===== src/pmec_pkg.sv =====
// Package: bit layout and constants of the monitor control register
package pmec_pkg;
   // Big-endian bit numbering: bit 0 is the MSB of a 32-bit word
   localparam int PMEC_W = 32;
   // Field positions are given in little-endian index (31 - printed bit)
   localparam int POS_GLOBAL_IRQ = 26;     // printed bit 5
   localparam int POS_FREEZE_IRQ = 25;     // printed bit 6
   localparam int POS_TAP_HI = 24;         // printed bits 7..8
   localparam int POS_TAP_LO = 23;
   localparam int POS_TAP_IRQ = 22;        // printed bit 9
   localparam int POS_THR_HI = 21;         // printed bits 10..15
   localparam int POS_THR_LO = 16;
   localparam int POS_C1_IRQ = 15;         // printed bit 16
   localparam int POS_C2_IRQ = 14;         // printed bit 17
   localparam int POS_C2_HOLD = 13;        // printed bit 18
   localparam int POS_C1_SEL_HI = 12;      // printed bits 19..25
   localparam int POS_C1_SEL_LO = 6;
   localparam int POS_C2_SEL_HI = 5;       // printed bits 26..31
   localparam int POS_C2_SEL_LO = 0;
   localparam logic [31:0] CTRL_RESET = 32'h0000_0000;
   // Time-base taps, as printed bit numbers (bit 0 = MSB of 64-bit base)
   localparam int TAP_BIT_00 = 63;
   localparam int TAP_BIT_01 = 55;
   localparam int TAP_BIT_10 = 51;
   localparam int TAP_BIT_11 = 47;
   localparam int TB_W = 64;
   localparam int C1_EVENTS = 128;
   localparam int C2_EVENTS = 64;
   localparam int CNT_W = 32;
   typedef enum logic [1:0] {
      PMEC_TAP_00 = 2'h0,
      PMEC_TAP_01 = 2'h1,
      PMEC_TAP_10 = 2'h2,
      PMEC_TAP_11 = 2'h3
   } pmec_tap_t;
endpackage : pmec_pkg


===== src/pmec_counter.sv =====
// Event counter with selectable event source and negative flag
`timescale 1ns/10ps
`default_nettype none
module pmec_counter #(
   parameter int SEL_W = 7,
   parameter int CNT_W = 32
) (
   input wire logic i_clk,
   input wire logic i_rstn,
   input wire logic [(1<<SEL_W)-1:0] i_events,
   input wire logic [SEL_W-1:0] i_select,
   input wire logic i_run,
   input wire logic i_load,
   input wire logic [CNT_W-1:0] i_load_value,
   output logic [CNT_W-1:0] o_count,
   output logic o_negative
);
   wire logic hit;
   wire logic [CNT_W-1:0] next_count;

   // Chosen event; every select code indexes one of the 1<<SEL_W event inputs
   assign hit = i_events[i_select];
   assign next_count = i_load ? i_load_value :
                       ((i_run && hit) ? o_count + {{(CNT_W-1){1'b0}}, 1'b1} : o_count);

   // Count register; software load wins over an event
   always_ff @(posedge i_clk) begin
      if (!i_rstn) begin
         o_count <= '0;
      end else begin
         o_count <= next_count;
      end
   end

   assign o_negative = o_count[CNT_W-1];
endmodule : pmec_counter
`default_nettype wire


===== src/pmec_top.sv =====
// Performance monitor control register with two event counters
`timescale 1ns/10ps
`default_nettype none
module pmec_top (
   input wire logic i_clk,
   input wire logic i_rstn,
   input wire logic i_supervisor,
   input wire logic i_ctrl_write,
   input wire logic [31:0] i_ctrl_wdata,
   input wire logic i_ctrl_read,
   input wire logic i_cnt1_write,
   input wire logic i_cnt2_write,
   input wire logic [pmec_pkg::CNT_W-1:0] i_cnt_wdata,
   input wire logic [pmec_pkg::TB_W-1:0] i_time_base,
   input wire logic [pmec_pkg::C1_EVENTS-1:0] i_events_one,
   input wire logic [pmec_pkg::C2_EVENTS-1:0] i_events_two,
   output logic [31:0] o_ctrl_rdata,
   output logic [pmec_pkg::CNT_W-1:0] o_counter_one,
   output logic [pmec_pkg::CNT_W-1:0] o_counter_two,
   output logic [5:0] o_threshold,
   output logic o_monitor_irq
);
   import pmec_pkg::*;

   logic [31:0] monitor_mode_control_zero;
   logic tap_prev;
   logic frozen;
   logic c2_released;
   logic [CNT_W-1:0] cnt1_q;
   logic [CNT_W-1:0] cnt2_q;
   wire logic neg1;
   wire logic neg2;

   ////////////////////////////////////////////////////////////////////////
   // Field decode
   wire logic global_monitor_irq_enable = monitor_mode_control_zero[POS_GLOBAL_IRQ];
   wire logic freeze_on_irq = monitor_mode_control_zero[POS_FREEZE_IRQ];
   wire logic [1:0] time_base_tap_select = monitor_mode_control_zero[POS_TAP_HI:POS_TAP_LO];
   wire logic tap_transition_irq_enable = monitor_mode_control_zero[POS_TAP_IRQ];
   wire logic counter_one_negative_irq_enable = monitor_mode_control_zero[POS_C1_IRQ];
   wire logic counter_two_negative_irq_enable = monitor_mode_control_zero[POS_C2_IRQ];
   wire logic counter_two_trigger_hold = monitor_mode_control_zero[POS_C2_HOLD];
   wire logic [6:0] counter_one_event_select =
      monitor_mode_control_zero[POS_C1_SEL_HI:POS_C1_SEL_LO];
   wire logic [5:0] counter_two_event_select =
      monitor_mode_control_zero[POS_C2_SEL_HI:POS_C2_SEL_LO];

   // Printed bit n of the time base is index TB_W-1-n
   function automatic logic tb_bit(input logic [TB_W-1:0] tb, input int n);
      tb_bit = tb[TB_W-1-n];
   endfunction : tb_bit

   ////////////////////////////////////////////////////////////////////////
   // Time-base tap selection
   logic tap_now;
   always_comb begin
      unique case (pmec_tap_t'(time_base_tap_select))
         PMEC_TAP_00: tap_now = tb_bit(i_time_base, TAP_BIT_00);
         PMEC_TAP_01: tap_now = tb_bit(i_time_base, TAP_BIT_01);
         PMEC_TAP_10: tap_now = tb_bit(i_time_base, TAP_BIT_10);
         PMEC_TAP_11: tap_now = tb_bit(i_time_base, TAP_BIT_11);
      endcase
   end

   ////////////////////////////////////////////////////////////////////////
   // Interrupt causes; time base is core-clock logic, so no synchroniser
   wire logic tap_rise = tap_now && !tap_prev;
   wire logic tap_cause = tap_transition_irq_enable && tap_rise;
   wire logic c1_cause = counter_one_negative_irq_enable && neg1;
   wire logic c2_cause = counter_two_negative_irq_enable && neg2;
   wire logic signal_irq = global_monitor_irq_enable &&
                           (tap_cause || c1_cause || c2_cause);

   // Supervisor gating; user-mode accesses are dropped silently
   wire logic ctrl_wr_ok = i_ctrl_write && i_supervisor;
   wire logic ctrl_rd_ok = i_ctrl_read && i_supervisor;

   ////////////////////////////////////////////////////////////////////////
   // Counter run enables
   // Counter two negative interrupt enable or trigger hold bypasses freeze for counter two
   wire logic freeze_now = frozen || (freeze_on_irq && signal_irq);
   // Release takes effect in the same cycle the trigger appears, not one later
   wire logic c2_hold_active = counter_two_trigger_hold && !c2_released
                               && !neg1 && !signal_irq;
   wire logic run1 = !freeze_now;
   wire logic run2 = !c2_hold_active &&
                     !(freeze_now && !counter_two_trigger_hold
                       && !counter_two_negative_irq_enable);

   pmec_counter #(.SEL_W(7), .CNT_W(CNT_W)) u_cnt1 (
      .i_clk(i_clk),
      .i_rstn(i_rstn),
      .i_events(i_events_one),
      .i_select(counter_one_event_select),
      .i_run(run1),
      .i_load(i_cnt1_write && i_supervisor),
      .i_load_value(i_cnt_wdata),
      .o_count(cnt1_q),
      .o_negative(neg1)
   );

   pmec_counter #(.SEL_W(6), .CNT_W(CNT_W)) u_cnt2 (
      .i_clk(i_clk),
      .i_rstn(i_rstn),
      .i_events(i_events_two),
      .i_select(counter_two_event_select),
      .i_run(run2),
      .i_load(i_cnt2_write && i_supervisor),
      .i_load_value(i_cnt_wdata),
      .o_count(cnt2_q),
      .o_negative(neg2)
   );

   ////////////////////////////////////////////////////////////////////////
   // Control register; hardware clear of global enable beats a write
   logic [31:0] next_ctrl;
   always_comb begin
      next_ctrl = ctrl_wr_ok ? i_ctrl_wdata : monitor_mode_control_zero;
      if (signal_irq) begin
         next_ctrl[POS_GLOBAL_IRQ] = 1'b0;
      end
   end

   always_ff @(posedge i_clk) begin
      if (!i_rstn) begin
         monitor_mode_control_zero <= CTRL_RESET;
      end else begin
         monitor_mode_control_zero <= next_ctrl;
      end
   end

   // Freeze latch and trigger release; cleared by a supervisor control write, but a set in the same cycle wins
   always_ff @(posedge i_clk) begin
      if (!i_rstn) begin
         frozen <= 1'b0;
         c2_released <= 1'b0;
         tap_prev <= 1'b0;
      end else begin
         tap_prev <= tap_now;
         frozen <= (freeze_on_irq && signal_irq) || (frozen && !ctrl_wr_ok);
         c2_released <= neg1 || signal_irq || (c2_released && !ctrl_wr_ok);
      end
   end

   ////////////////////////////////////////////////////////////////////////
   // Registered outputs
   always_ff @(posedge i_clk) begin
      if (!i_rstn) begin
         o_ctrl_rdata <= 32'h0000_0000;
         o_counter_one <= '0;
         o_counter_two <= '0;
         o_threshold <= 6'h00;
         o_monitor_irq <= 1'b0;
      end else begin
         o_ctrl_rdata <= ctrl_rd_ok ? monitor_mode_control_zero : o_ctrl_rdata;
         o_counter_one <= cnt1_q;
         o_counter_two <= cnt2_q;
         o_threshold <= monitor_mode_control_zero[POS_THR_HI:POS_THR_LO];
         o_monitor_irq <= signal_irq;
      end
   end
endmodule : pmec_top
`default_nettype wire


===== config.mk =====
export PLATFORM = sky130hd
export DESIGN_NAME = pmec_top
export DESIGN_NICKNAME = d
export VERILOG_FILES = /design/src/pmec_pkg.sv /design/src/pmec_counter.sv /design/src/pmec_top.sv
export SDC_FILE = /design/constraint.sdc
export NUM_CORES = 1
export LEC_CHECK = 0
export ABC_AREA = 1
export BUFFER_PORTS_ARGS = -buffer_cell sky130_fd_sc_hd__buf_2
export CORE_AREA = 2 2 165 167
export DETAILED_ROUTE_END_ITERATION = 16
export DIE_AREA = 0 0 167 169
export GPL_TIMING_DRIVEN = 0
export PLACE_DENSITY = 0.74
export SLEW_MARGIN = 10
export SYNTH_ARGS = -nofsm -noshare
export SYNTH_HDL_FRONTEND = slang
export SYNTH_SLANG_ARGS = --single-unit

===== constraint.sdc =====
create_clock -name i_clk -period 3.3 [get_ports i_clk]
set_clock_uncertainty 0.2 [all_clocks]
set_input_delay 0.66 -clock i_clk [delete_from_list [all_inputs] [get_ports i_clk]]
set_output_delay 0.66 -clock i_clk [all_outputs]
set_load 0.05 [all_outputs]

==> results of run 1 <==
## worst register-to-register path, delay by kind of cell (launching register included)
family | cells | cell delay [ps]
AO/OA/AOI/OAI | 1 | 170
buffers and inverters | 3 | 1060
flip-flops | 1 | 300
AND/OR/NAND/NOR | 6 | 980
## final cells by class
cell class / count / area (um2) / share of cell area
Tap cell: 341 / 427 / 0.0306
Sequential cell: 202 / 4040 / 0.290
Antenna cell: 9 / 22.5 / 0.00161
Clock buffer: 26 / 564 / 0.0404
Multi-Input combinational cell: 1188 / 5510 / 0.395
Clock inverter: 11 / 163 / 0.0117
Buffer: 98 / 468 / 0.0335
Inverter: 242 / 911 / 0.0653
Timing Repair Buffer: 368 / 1840 / 0.132
## layer usage
layer	vias up	wire length, um	track usage	share of wire
met5	-	13	0	0.00030
met2	558	20300	0.498	0.47
met1	5844	17400	0.357	0.40
met3	92	3710	0.0627	0.086
li1	6253	-	-	-
met4	2	1890	0.141	0.044
## per-stage QoR
| stage | hold slack (ps) | area, um2 | power [mW] | util | std cells |
|---|---|---|---|---|---|
| 2_1_floorplan | 217 | 10900 | 3.68 | - | 1730 |
| 3_5_place_dp | 255 | 13200 | 4.22 | 0.498 | 2439 |
| 4_1_cts | 218 | 13900 | 6.72 | 0.526 | 2476 |
| 6_report | 218 | 14000 | 6.71 | 0.526 | 2485 |
| 5_1_grt | 241 | 14000 | 7.01 | 0.526 | 2485 |
| 3_3_place_gp | 247 | 13200 | 4.21 | 0.498 | 2439 |
## power breakdown
group / internal (mW) / total, mW / switching (mW)
Clock: 1.53 / 2.51 / 0.984
Sequential: 2.59 / 2.72 / 0.128
Combinational: 0.477 / 1.48 / 1.00
Total: 4.60 / 6.71 / 2.11
## logic make-up (layout without fill, tap and decap cells)
logic type	after synthesis	count (layout)	synth area share
XOR/XNOR	41	41	0.0328
buffers and inverters	340	745	0.126
AO/OA/AOI/OAI	244	244	0.117
AND/OR/NAND/NOR	901	901	0.352
flip-flops	202	202	0.370
adder cells (fa/ha/maj)	2	2	0.00229
other	0	9	0
## cell usage after synthesis (20+ instances only)
library cell / number / area [um2]
clkbuf_1: 49 / 184
nand3_1: 235 / 1180
nor2_1: 140 / 526
dfxtp_1: 202 / 4040
nand2_1: 462 / 1730
xor2_1: 20 / 175
buf_2: 35 / 175
a21oi_1: 68 / 340
inv_1: 233 / 875
xnor2_1: 21 / 184
o21ai_0: 155 / 776
## sequential cells by signal (all words and copies together) (netlist names)
register	cells
o_monitor_irq	1
u_cnt1.o_count	32
o_threshold	6
o_ctrl_rdata	32
u_cnt2.o_count	32
o_counter_one	32
monitor_mode_control_zero	32
o_counter_two	32
tap_prev	1
frozen	1
c2_released	1
## worst max path at each step
stage | startpoint | to | slack (ps) | depth (start not counted)
2_1_floorplan | i_events_one[68] | u_cnt1.o_count[29] | 1110 | 15
4_1_cts | monitor_mode_control_zero[2] | u_cnt2.o_count[20] | 510 | 10
3_5_place_dp | i_time_base[8] | u_cnt2.o_count[20] | 480 | 11
5_1_grt | monitor_mode_control_zero[2] | u_cnt2.o_count[14] | 290 | 10
3_3_place_gp | i_time_base[8] | u_cnt2.o_count[21] | 510 | 11
6_report | monitor_mode_control_zero[2] | u_cnt2.o_count[27] | 520 | 10
==> flow_metrics.env, run 1 <==
export IMPL_synth_distinct_cells=39
export IMPL_worst_endpoint_required_ps=3510
export IMPL_die_w_um=167
export IMPL_grt_pass1_vias=12100
export IMPL_grt_start_max_net_pins=16
export IMPL_worst_slack_ps=523
export IMPL_reg2reg_from="monitor_mode_control_zero[2]"
export IMPL_r2r_slack_ps=520
export IMPL_htree_levels=1
export IMPL_critPathSlowestCell="clkinv_1"
export IMPL_ir_drop_mv=0.453
export IMPL_worstPathMaxFanout=10
export IMPL_mostFrequentLayoutCells="nand2_1 (462), buf_2 (403), nand3_1 (235), inv_1 (233), dfxtp_1 (202)"
export IMPL_max_cap_viol_count=0
export IMPL_routed_wl_um=43300
export IMPL_num_io_pins=430
export IMPL_max_freq_mhz=360
export IMPL_place_ws_ps=483
export IMPL_grt_ovfl_total=0
export IMPL_cp_arrival_ps=2990
export IMPL_fin_crit_ps=2780
export IMPL_drive_above_1_share=0.225
export IMPL_p_leak_nw=7.32
export IMPL_hold_class="primary input to flip-flop"
export IMPL_max_slew_margin_rel=0.529
export IMPL_crit_buf_inv=3
export IMPL_worst_r2r_cell_count=10
export IMPL_crit_path_end_kind="flip-flop"
export IMPL_grt_pass1_wl_um=66000
export IMPL_die_area_um2=28200
export IMPL_whs_endpoint="monitor_mode_control_zero[27]"
export IMPL_finalSetupViolCount=0
export IMPL_path_cells="buf_2 -> clkinv_1 -> nand3_1 -> nand3_1 -> nand3_1 -> nand3b_1 -> nand4_1 -> clkbuf_1 -> nand3_1 -> a21oi_1"
export IMPL_cts_made_buffers=21
export IMPL_syn_area_um2=10900
export IMPL_cts_buffer_depth=3
export IMPL_synth_edff_count=0
export IMPL_slew_violations=0
export IMPL_area_growth_pct=27.6
export IMPL_cp_common_cell="nand3_1"
export IMPL_critPathKind="flip-flop to flip-flop"
export IMPL_max_stage_delay_ps=420
export IMPL_viasPerCell=5.13
export IMPL_critPathTopFamily="buffers and inverters"
export IMPL_antenna_found_initial=10
export IMPL_drt_iter0_drc=1018
export IMPL_numClockSinks=202
export IMPL_cts_resized_gates=0
export IMPL_synth_async_reset_ratio=0
export IMPL_cts_post_setup_buffers_inserted=0
export IMPL_finalHoldViolations=0
export IMPL_worstSkewPairLatency_ps=500
export IMPL_startpoint_type="flip-flop"
export IMPL_coreArea_um2=26500
export IMPL_min_delay_start="i_ctrl_wdata[27]"
export IMPL_ys_ff_latch=202
export IMPL_final_fill_count=2723
export IMPL_final_setup_tns_ps=0
export IMPL_start_util=0.413
export IMPL_ant_nets=0
export IMPL_remaining_drc_errors=0
export IMPL_cts_root_buf="clkbuf_16"
export IMPL_vias=12700
export IMPL_whs_path_depth=3
export IMPL_rsz0062_at_grt="false"
export IMPL_yosysSeqAreaShare=0.370
export IMPL_wl_per_cell_um=17.4
export IMPL_syn_avg_cell_area_um2=6.32
export IMPL_portBuffers=368
export IMPL_cts_tree="yes"
export IMPL_tightestPinTransition_ps=706
export IMPL_clk_pin_slew_worst_paths_ps=60
export IMPL_drt_pass1_iter_count=5
export IMPL_synthFlopType="dfxtp_1"
export IMPL_status="finished, final reports clean"
export IMPL_timing_rr_end="u_cnt2.o_count[27]"
export IMPL_rows=60
export IMPL_final_common_cell="nand2_1"
export IMPL_p_per_area_nw_per_um2=481
export IMPL_syn_num_nets=2059
export IMPL_synth_yosys_warnings=0
export IMPL_dp_hpwl_um=34500
export IMPL_gp_congestion=0.937
export IMPL_hold_buffers=0
export IMPL_grt_usage=0.294
export IMPL_fin_crit_sh=0.842
export IMPL_synthCells=1730
export IMPL_nNetsFinal=2450
export IMPL_die_h_um=169
Power figures use the tool's default switching activity.
==> run 2, diff against run 1 <==
--- a/config.mk
+++ b/config.mk
@@ -7,9 +7,9 @@
 export LEC_CHECK = 0
 export ABC_AREA = 1
 export BUFFER_PORTS_ARGS = -buffer_cell sky130_fd_sc_hd__buf_2
-export CORE_AREA = 2 2 165 167
+export CORE_AREA = 2 2 169 171
 export DETAILED_ROUTE_END_ITERATION = 16
-export DIE_AREA = 0 0 167 169
+export DIE_AREA = 0 0 171 173
 export GPL_TIMING_DRIVEN = 0
 export PLACE_DENSITY = 0.74
 export SLEW_MARGIN = 10
==> constraint.sdc (replaced) <==
create_clock -name i_clk -period 2.5 [get_ports i_clk]
set_clock_uncertainty 0.2 [all_clocks]
set_input_delay 0.5 -clock i_clk [delete_from_list [all_inputs] [get_ports i_clk]]
set_output_delay 0.5 -clock i_clk [all_outputs]
set_load 0.05 [all_outputs]
==> run 2 against run 1 <==
  * Power is 37% higher
  * Die area is 4.8% higher
  * Final cell count is 2.1% higher
  * Clock-buffer cell count is 1 higher
  * Critical path depth is 8 higher
  * Worst setup slack worse by 430 ps
  * First-iteration DRC count is 14% higher
  * Combinational power is 49% higher
  * Sequential cell count stayed put
  * Design area is 6.5% higher
  * Non-clock buffer count is 17 higher
  * Critical path type unchanged
  * Largest cell class unchanged
  * Highest routed layer unchanged
==> flow_metrics.env, run 2 (synthesized netlist as in run 1, its figures left out) <==
export IMPL_status="finished, final reports clean"
export IMPL_max_cap_viol_count=0
export IMPL_crit_path_end_kind="flip-flop"
export IMPL_tightestPinTransition_ps=767
export IMPL_dp_hpwl_um=34600
export IMPL_ir_drop_mv=0.522
export IMPL_clk_pin_slew_worst_paths_ps=70
export IMPL_coreArea_um2=27600
export IMPL_final_setup_tns_ps=0
export IMPL_die_w_um=171
export IMPL_numClockSinks=202
export IMPL_grtUsageMet3=0.0803
export IMPL_register_area_um2=4070
export IMPL_hold_class="primary input to flip-flop"
export IMPL_p_leak_nw=7.70
export IMPL_cts_tree="yes"
export IMPL_fin_crit_sh=0.964
export IMPL_final_cells=2536
export IMPL_dp_cells=2476
export IMPL_hold_buffers=0
export IMPL_finalSetupViolCount=0
export IMPL_cts_buffer_depth=3
export IMPL_slew_violations=0
export IMPL_routed_wl_um=45000
export IMPL_finalHoldViolations=0
export IMPL_reg2reg_from="monitor_mode_control_zero[6]"
export IMPL_mostFrequentLayoutCells="nand2_1 (439), buf_2 (377), inv_1 (233), dfxtp_1 (191), nand3_1 (188)"
export IMPL_die_h_um=173
export IMPL_grt_util_met2=0.480
export IMPL_cts_root_buf="clkbuf_16"
export IMPL_wl_per_cell_um=17.7
export IMPL_placed_area_um2=13200
export IMPL_startpoint="monitor_mode_control_zero[6]"
export IMPL_worstSkewPairLatency_ps=530
export IMPL_worstPathMaxFanout=7
export IMPL_min_delay_start="i_ctrl_wdata[10]"
export IMPL_vias=12900
export IMPL_place_ws_ps=-280
export IMPL_worst_slack_ps=89.0
export IMPL_cts_made_buffers=22
export IMPL_fin_crit_ps=2410
export IMPL_total_power_mw=9.19
export IMPL_grt_pass1_wl_um=65600
export IMPL_area_growth_pct=35.8
export IMPL_nNetsFinal=2468
export IMPL_final_fill_count=2761
export IMPL_viasPerCell=5.10
export IMPL_p_per_area_nw_per_um2=618
export IMPL_grt_start_max_net_pins=16
export IMPL_max_slew_margin_rel=0.489
export IMPL_drt_pass1_iter_count=6
export IMPL_drive_above_1_share=0.278
export IMPL_startpoint_type="flip-flop"
export IMPL_grt_use_met1=0.331
export IMPL_drt_iter0_drc=1164
export IMPL_rows=61
export IMPL_num_io_pins=430
export IMPL_finalInstanceArea_um2=14900
export IMPL_portBuffers=368
export IMPL_die_area_um2=29600
export IMPL_ant_nets=0
export IMPL_remaining_drc_errors=0
export IMPL_htree_levels=1
export IMPL_gp_congestion=0.972
export IMPL_cp_arrival_ps=2630
export IMPL_antenna_found_initial=4
export IMPL_grt_pass1_vias=12100
export IMPL_worst_endpoint_required_ps=2720
export IMPL_final_common_cell="nand2_1"
export IMPL_grt_ovfl_total=0
export IMPL_grt_busiest_layer="met2"
export IMPL_max_freq_mhz=415
export IMPL_critPathKind="flip-flop to flip-flop"
export IMPL_multi_input_area_um2=5910
export IMPL_start_util=0.396
export IMPL_grt_usage=0.281
[run 2: changes by cell type in the layout (fill, tap and decap cells not counted), moves of 13 or more]
cell	before	now
buf_4	0	17
nand3_2	4	50
nand2_1	462	439
nand3_1	235	188
buf_2	403	377
nand2_2	5	23
buf_6	6	19
[run 2: layout make-up]
cell class,instances,share of cell area
tap,378,0.0318
sequential,202,0.274
clock buffer,27,0.0410
buffer,97,0.0427
timing repair buffer,386,0.139
multi-input combinational,1188,0.398
antenna,4,0.000674
inverter,242,0.0626
clock inverter,12,0.00977
[run 2: final timing paths]
check | end | slack [ps] | cells past startpoint
hold reg to reg | o_threshold[4] | 250 | 2
hold / removal | monitor_mode_control_zero[10] | 50 | 3
setup reg to reg | u_cnt1.o_count[29] | 90 | 18
setup / recovery | u_cnt1.o_count[29] | 90 | 18
[run 2: stage by stage]
stage | hold WS, ps | utilization
final | 51.3 | 0.538
after global placement | 248 | 0.480
after detailed placement | 247 | 0.480
after CTS | 41.4 | 0.509
after floorplan | 217 | -
after global routing | 70.2 | 0.537
[run 2: metal layers]
| layer | share of wire | up-vias |
|---|---|---|
| li1 | - | 6281 |
| met1 | 0.40 | 5910 |
| met2 | 0.47 | 615 |
| met3 | 0.094 | 114 |
| met4 | 0.041 | 2 |
| met5 | 0.00020 | - |
[run 2: repair_timing]
item / in CTS / in global routing
endpoints found under the setup margin: 59 / 64
pin swaps: 3 / 49
resized for setup: 20 / 182
setup buffers: 3 / 8
cloned: 0 / 7
[run 2: worst max-delay path, cell delays in order, from the launching register on]
cell and delay (ps):
dfxtp_2 350, buf_6 150, inv_8 50, buf_12 140, buf_8 120, nand2_1 50, nand3_1 90, nand3_2 100
nand3_2 90, nand3_2 80, nand3_2 60, nand2_2 70, nand2_2 90, nand3_2 100, nand2_4 110, buf_8 180
buf_12 130, nand3_1 60, nand2_1 60
[run 2: where the power goes]
group / leakage [nW] / total (mW) / switching (mW) / internal, mW
combinational: 5.68 / 2.21 / 1.42 / 0.787
clock: 0.366 / 3.36 / 1.39 / 1.97
sequential: 1.66 / 3.62 / 0.192 / 3.43
total: 7.70 / 9.19 / 3.00 / 6.18
==> run 3, diff against run 2 <==
==> constraint.sdc (replaced) <==
create_clock -name i_clk -period 2 [get_ports i_clk]
set_clock_uncertainty 0.2 [all_clocks]
set_input_delay 0.4 -clock i_clk [delete_from_list [all_inputs] [get_ports i_clk]]
set_output_delay 0.4 -clock i_clk [all_outputs]
set_load 0.05 [all_outputs]
==> run 3 against run 2 <==
  * The flow now finishes with violations (setup timing)
  * Largest cell class unchanged
  * Final cell count increased by 2.1%
  * Sequential power increased by 25%
  * First-iteration DRC count decreased by 17%
  * Critical endpoint is now u_cnt1.o_count[2]
  * Critical path type unchanged
  * Non-clock buffer count increased by 53
  * Combinational power increased by 46%
  * Power increased by 30%
  * Sequential share of layout area decreased by 2.1 points
  * Clock-buffer cell count increased by 2
  * Utilization increased by 4.4 points
  * Hold slack got worse by 20 ps
  * Clock power increased by 24%
  * Largest power group unchanged
  * Critical path depth increased by 1
==> flow_metrics.env, run 3 (synthesized netlist as in run 1, its figures left out) <==
export IMPL_status="finished with violations"
export IMPL_violations="setup timing"
export IMPL_worst_r2r_cell_count=19
export IMPL_coreArea_um2=27600
export IMPL_numClockSinks=202
export IMPL_timing_rr_end="u_cnt1.o_count[2]"
export IMPL_htree_levels=1
export IMPL_nNetsFinal=2522
export IMPL_p_leak_nw=8.19
export IMPL_slew_violations=0
export IMPL_area_growth_pct=47.0
export IMPL_antenna_found_initial=4
export IMPL_final_cells=2589
export IMPL_max_slew_margin_rel=0.390
export IMPL_critPathKind="flip-flop to flip-flop"
export IMPL_final_common_cell="nand2_1"
export IMPL_dp_hpwl_um=33900
export IMPL_drt_iter0_drc=968
export IMPL_total_power_mw=11.9
export IMPL_grt_usage=0.292
export IMPL_dp_cells=2476
export IMPL_finalSetupViolCount=64
export IMPL_r2r_slack_ps=-370
export IMPL_placed_area_um2=13400
export IMPL_p_switching_mw=3.90
export IMPL_power_frac_clock=0.350
export IMPL_ant_nets=0
export IMPL_max_freq_mhz=423
export IMPL_die_area_um2=29600
export IMPL_vias=13500
export IMPL_reg2reg_from="monitor_mode_control_zero[6]"
export IMPL_endpoint="u_cnt1.o_count[2]"
export IMPL_rows=61
export IMPL_remaining_drc_errors=0
export IMPL_tightestPinTransition_ps=915
export IMPL_die_w_um=171
export IMPL_grt_start_max_net_pins=15
export IMPL_cts_made_buffers=22
export IMPL_viasPerCell=5.21
export IMPL_grt_pass1_wl_um=68200
export IMPL_max_cap_viol_count=0
export IMPL_wl_per_cell_um=18.0
export IMPL_p_per_area_nw_per_um2=742
export IMPL_worstPathMaxFanout=7
export IMPL_clk_pin_slew_worst_paths_ps=60
export IMPL_worstSkewPairLatency_ps=510
export IMPL_drt_pass1_iter_count=5
export IMPL_place_ws_ps=-641
export IMPL_die_h_um=173
export IMPL_ir_drop_mv=0.671
export IMPL_hold_worst_slack_ps=31.7
export IMPL_combPwrFrac=0.270
export IMPL_portBuffers=368
export IMPL_seqPwrFrac=0.380
export IMPL_cts_buffer_depth=3
export IMPL_hold_class="primary input to flip-flop"
export IMPL_switching_share=0.327
export IMPL_cp_arrival_ps=2610
export IMPL_mostFrequentLayoutCells="nand2_1 (404), buf_2 (373), inv_1 (231), dfxtp_1 (190), nand3_1 (153)"
export IMPL_start_util=0.396
export IMPL_final_core_util=0.582
export IMPL_gp_congestion=0.944
export IMPL_startpoint_type="flip-flop"
export IMPL_crit_path_end_kind="flip-flop"
export IMPL_finalInstanceArea_um2=16100
export IMPL_rsz0062_at_grt="true"
export IMPL_p_int_mw=8.02
export IMPL_fin_crit_sh=1.18
export IMPL_routed_wl_um=46500
export IMPL_fin_crit_ps=2370
export IMPL_grt_pass1_vias=12800
export IMPL_num_io_pins=430
export IMPL_startpoint="monitor_mode_control_zero[6]"
export IMPL_final_setup_tns_ps=-19770
export IMPL_cts_tree="yes"
export IMPL_worst_slack_ps=-366
export IMPL_drive_above_1_share=0.333
export IMPL_grt_ovfl_total=0
export IMPL_worst_endpoint_required_ps=2240
export IMPL_finalHoldViolations=0
export IMPL_cts_root_buf="clkbuf_16"
==> run 3: worst min path at each step <==
stage,cells past startpoint,from,end,slack (ps)
floorplan,2,monitor_mode_control_zero[16],o_threshold[0],220
global placement,2,monitor_mode_control_zero[16],o_threshold[0],230
detailed placement,2,monitor_mode_control_zero[20],o_threshold[4],230
CTS,3,i_ctrl_wdata[1],monitor_mode_control_zero[1],20
global route,3,i_ctrl_wdata[0],monitor_mode_control_zero[0],20
finish,3,i_ctrl_wdata[1],monitor_mode_control_zero[1],30
==> run 3: per-layer routing <==
metal,global-route usage,up-vias,wire length (um)
met2,0.493,645,22000
li1,-,6411,-
met3,0.0579,178,3710
met4,0.185,0,3020
met5,0,-,0
met1,0.334,6244,17800
==> run 3: repair_timing <==
action | in CTS | in global routing
pin swaps | 24 | 86
resized for setup | 131 | 240
setup endpoints to repair | 64 | 66
hold endpoints to repair | 27 | 0
hold buffers | 27 | 0
gates cloned | 9 | 5
setup buffers | 17 | 15
==> run 3: cell type report <==
type / count / area (um2)
clock buffer: 29 / 628
multi-input combinational: 1188 / 6460
timing repair inverter: 1 / 8.76
clock inverter: 9 / 114
tap: 378 / 473
antenna: 4 / 10.0
buffer: 97 / 701
sequential: 202 / 4070
fill: 2636 / 11600
inverter: 242 / 957
timing repair buffer: 439 / 2640
==> run 3: critical path: stages (launching register included) <==
cell and delay [ps]:
dfxtp_2 350, buf_6 150, inv_8 50, buf_12 140, buf_8 140, nand2_2 60
nand3_2 60, nand3_2 120, nand3_2 90, nand3_2 90, nand3_2 60, nand2_2 100
nand2_4 60, nand3_4 80, nand2_4 70, buf_6 150, buf_12 120, nand2_2 40
nand2_1 50, nor2_1 100
==> run 3: power by group through the flow <==
stage / combinational, mW / sequential [mW] / clock, mW
after floorplan: 1.22 / 4.89 / 0
after global placement: 2.39 / 4.58 / 0
after detailed placement: 2.41 / 4.59 / 0
after CTS: 2.76 / 4.51 / 4.24
after global routing: 3.45 / 4.56 / 4.42
final: 3.22 / 4.53 / 4.17
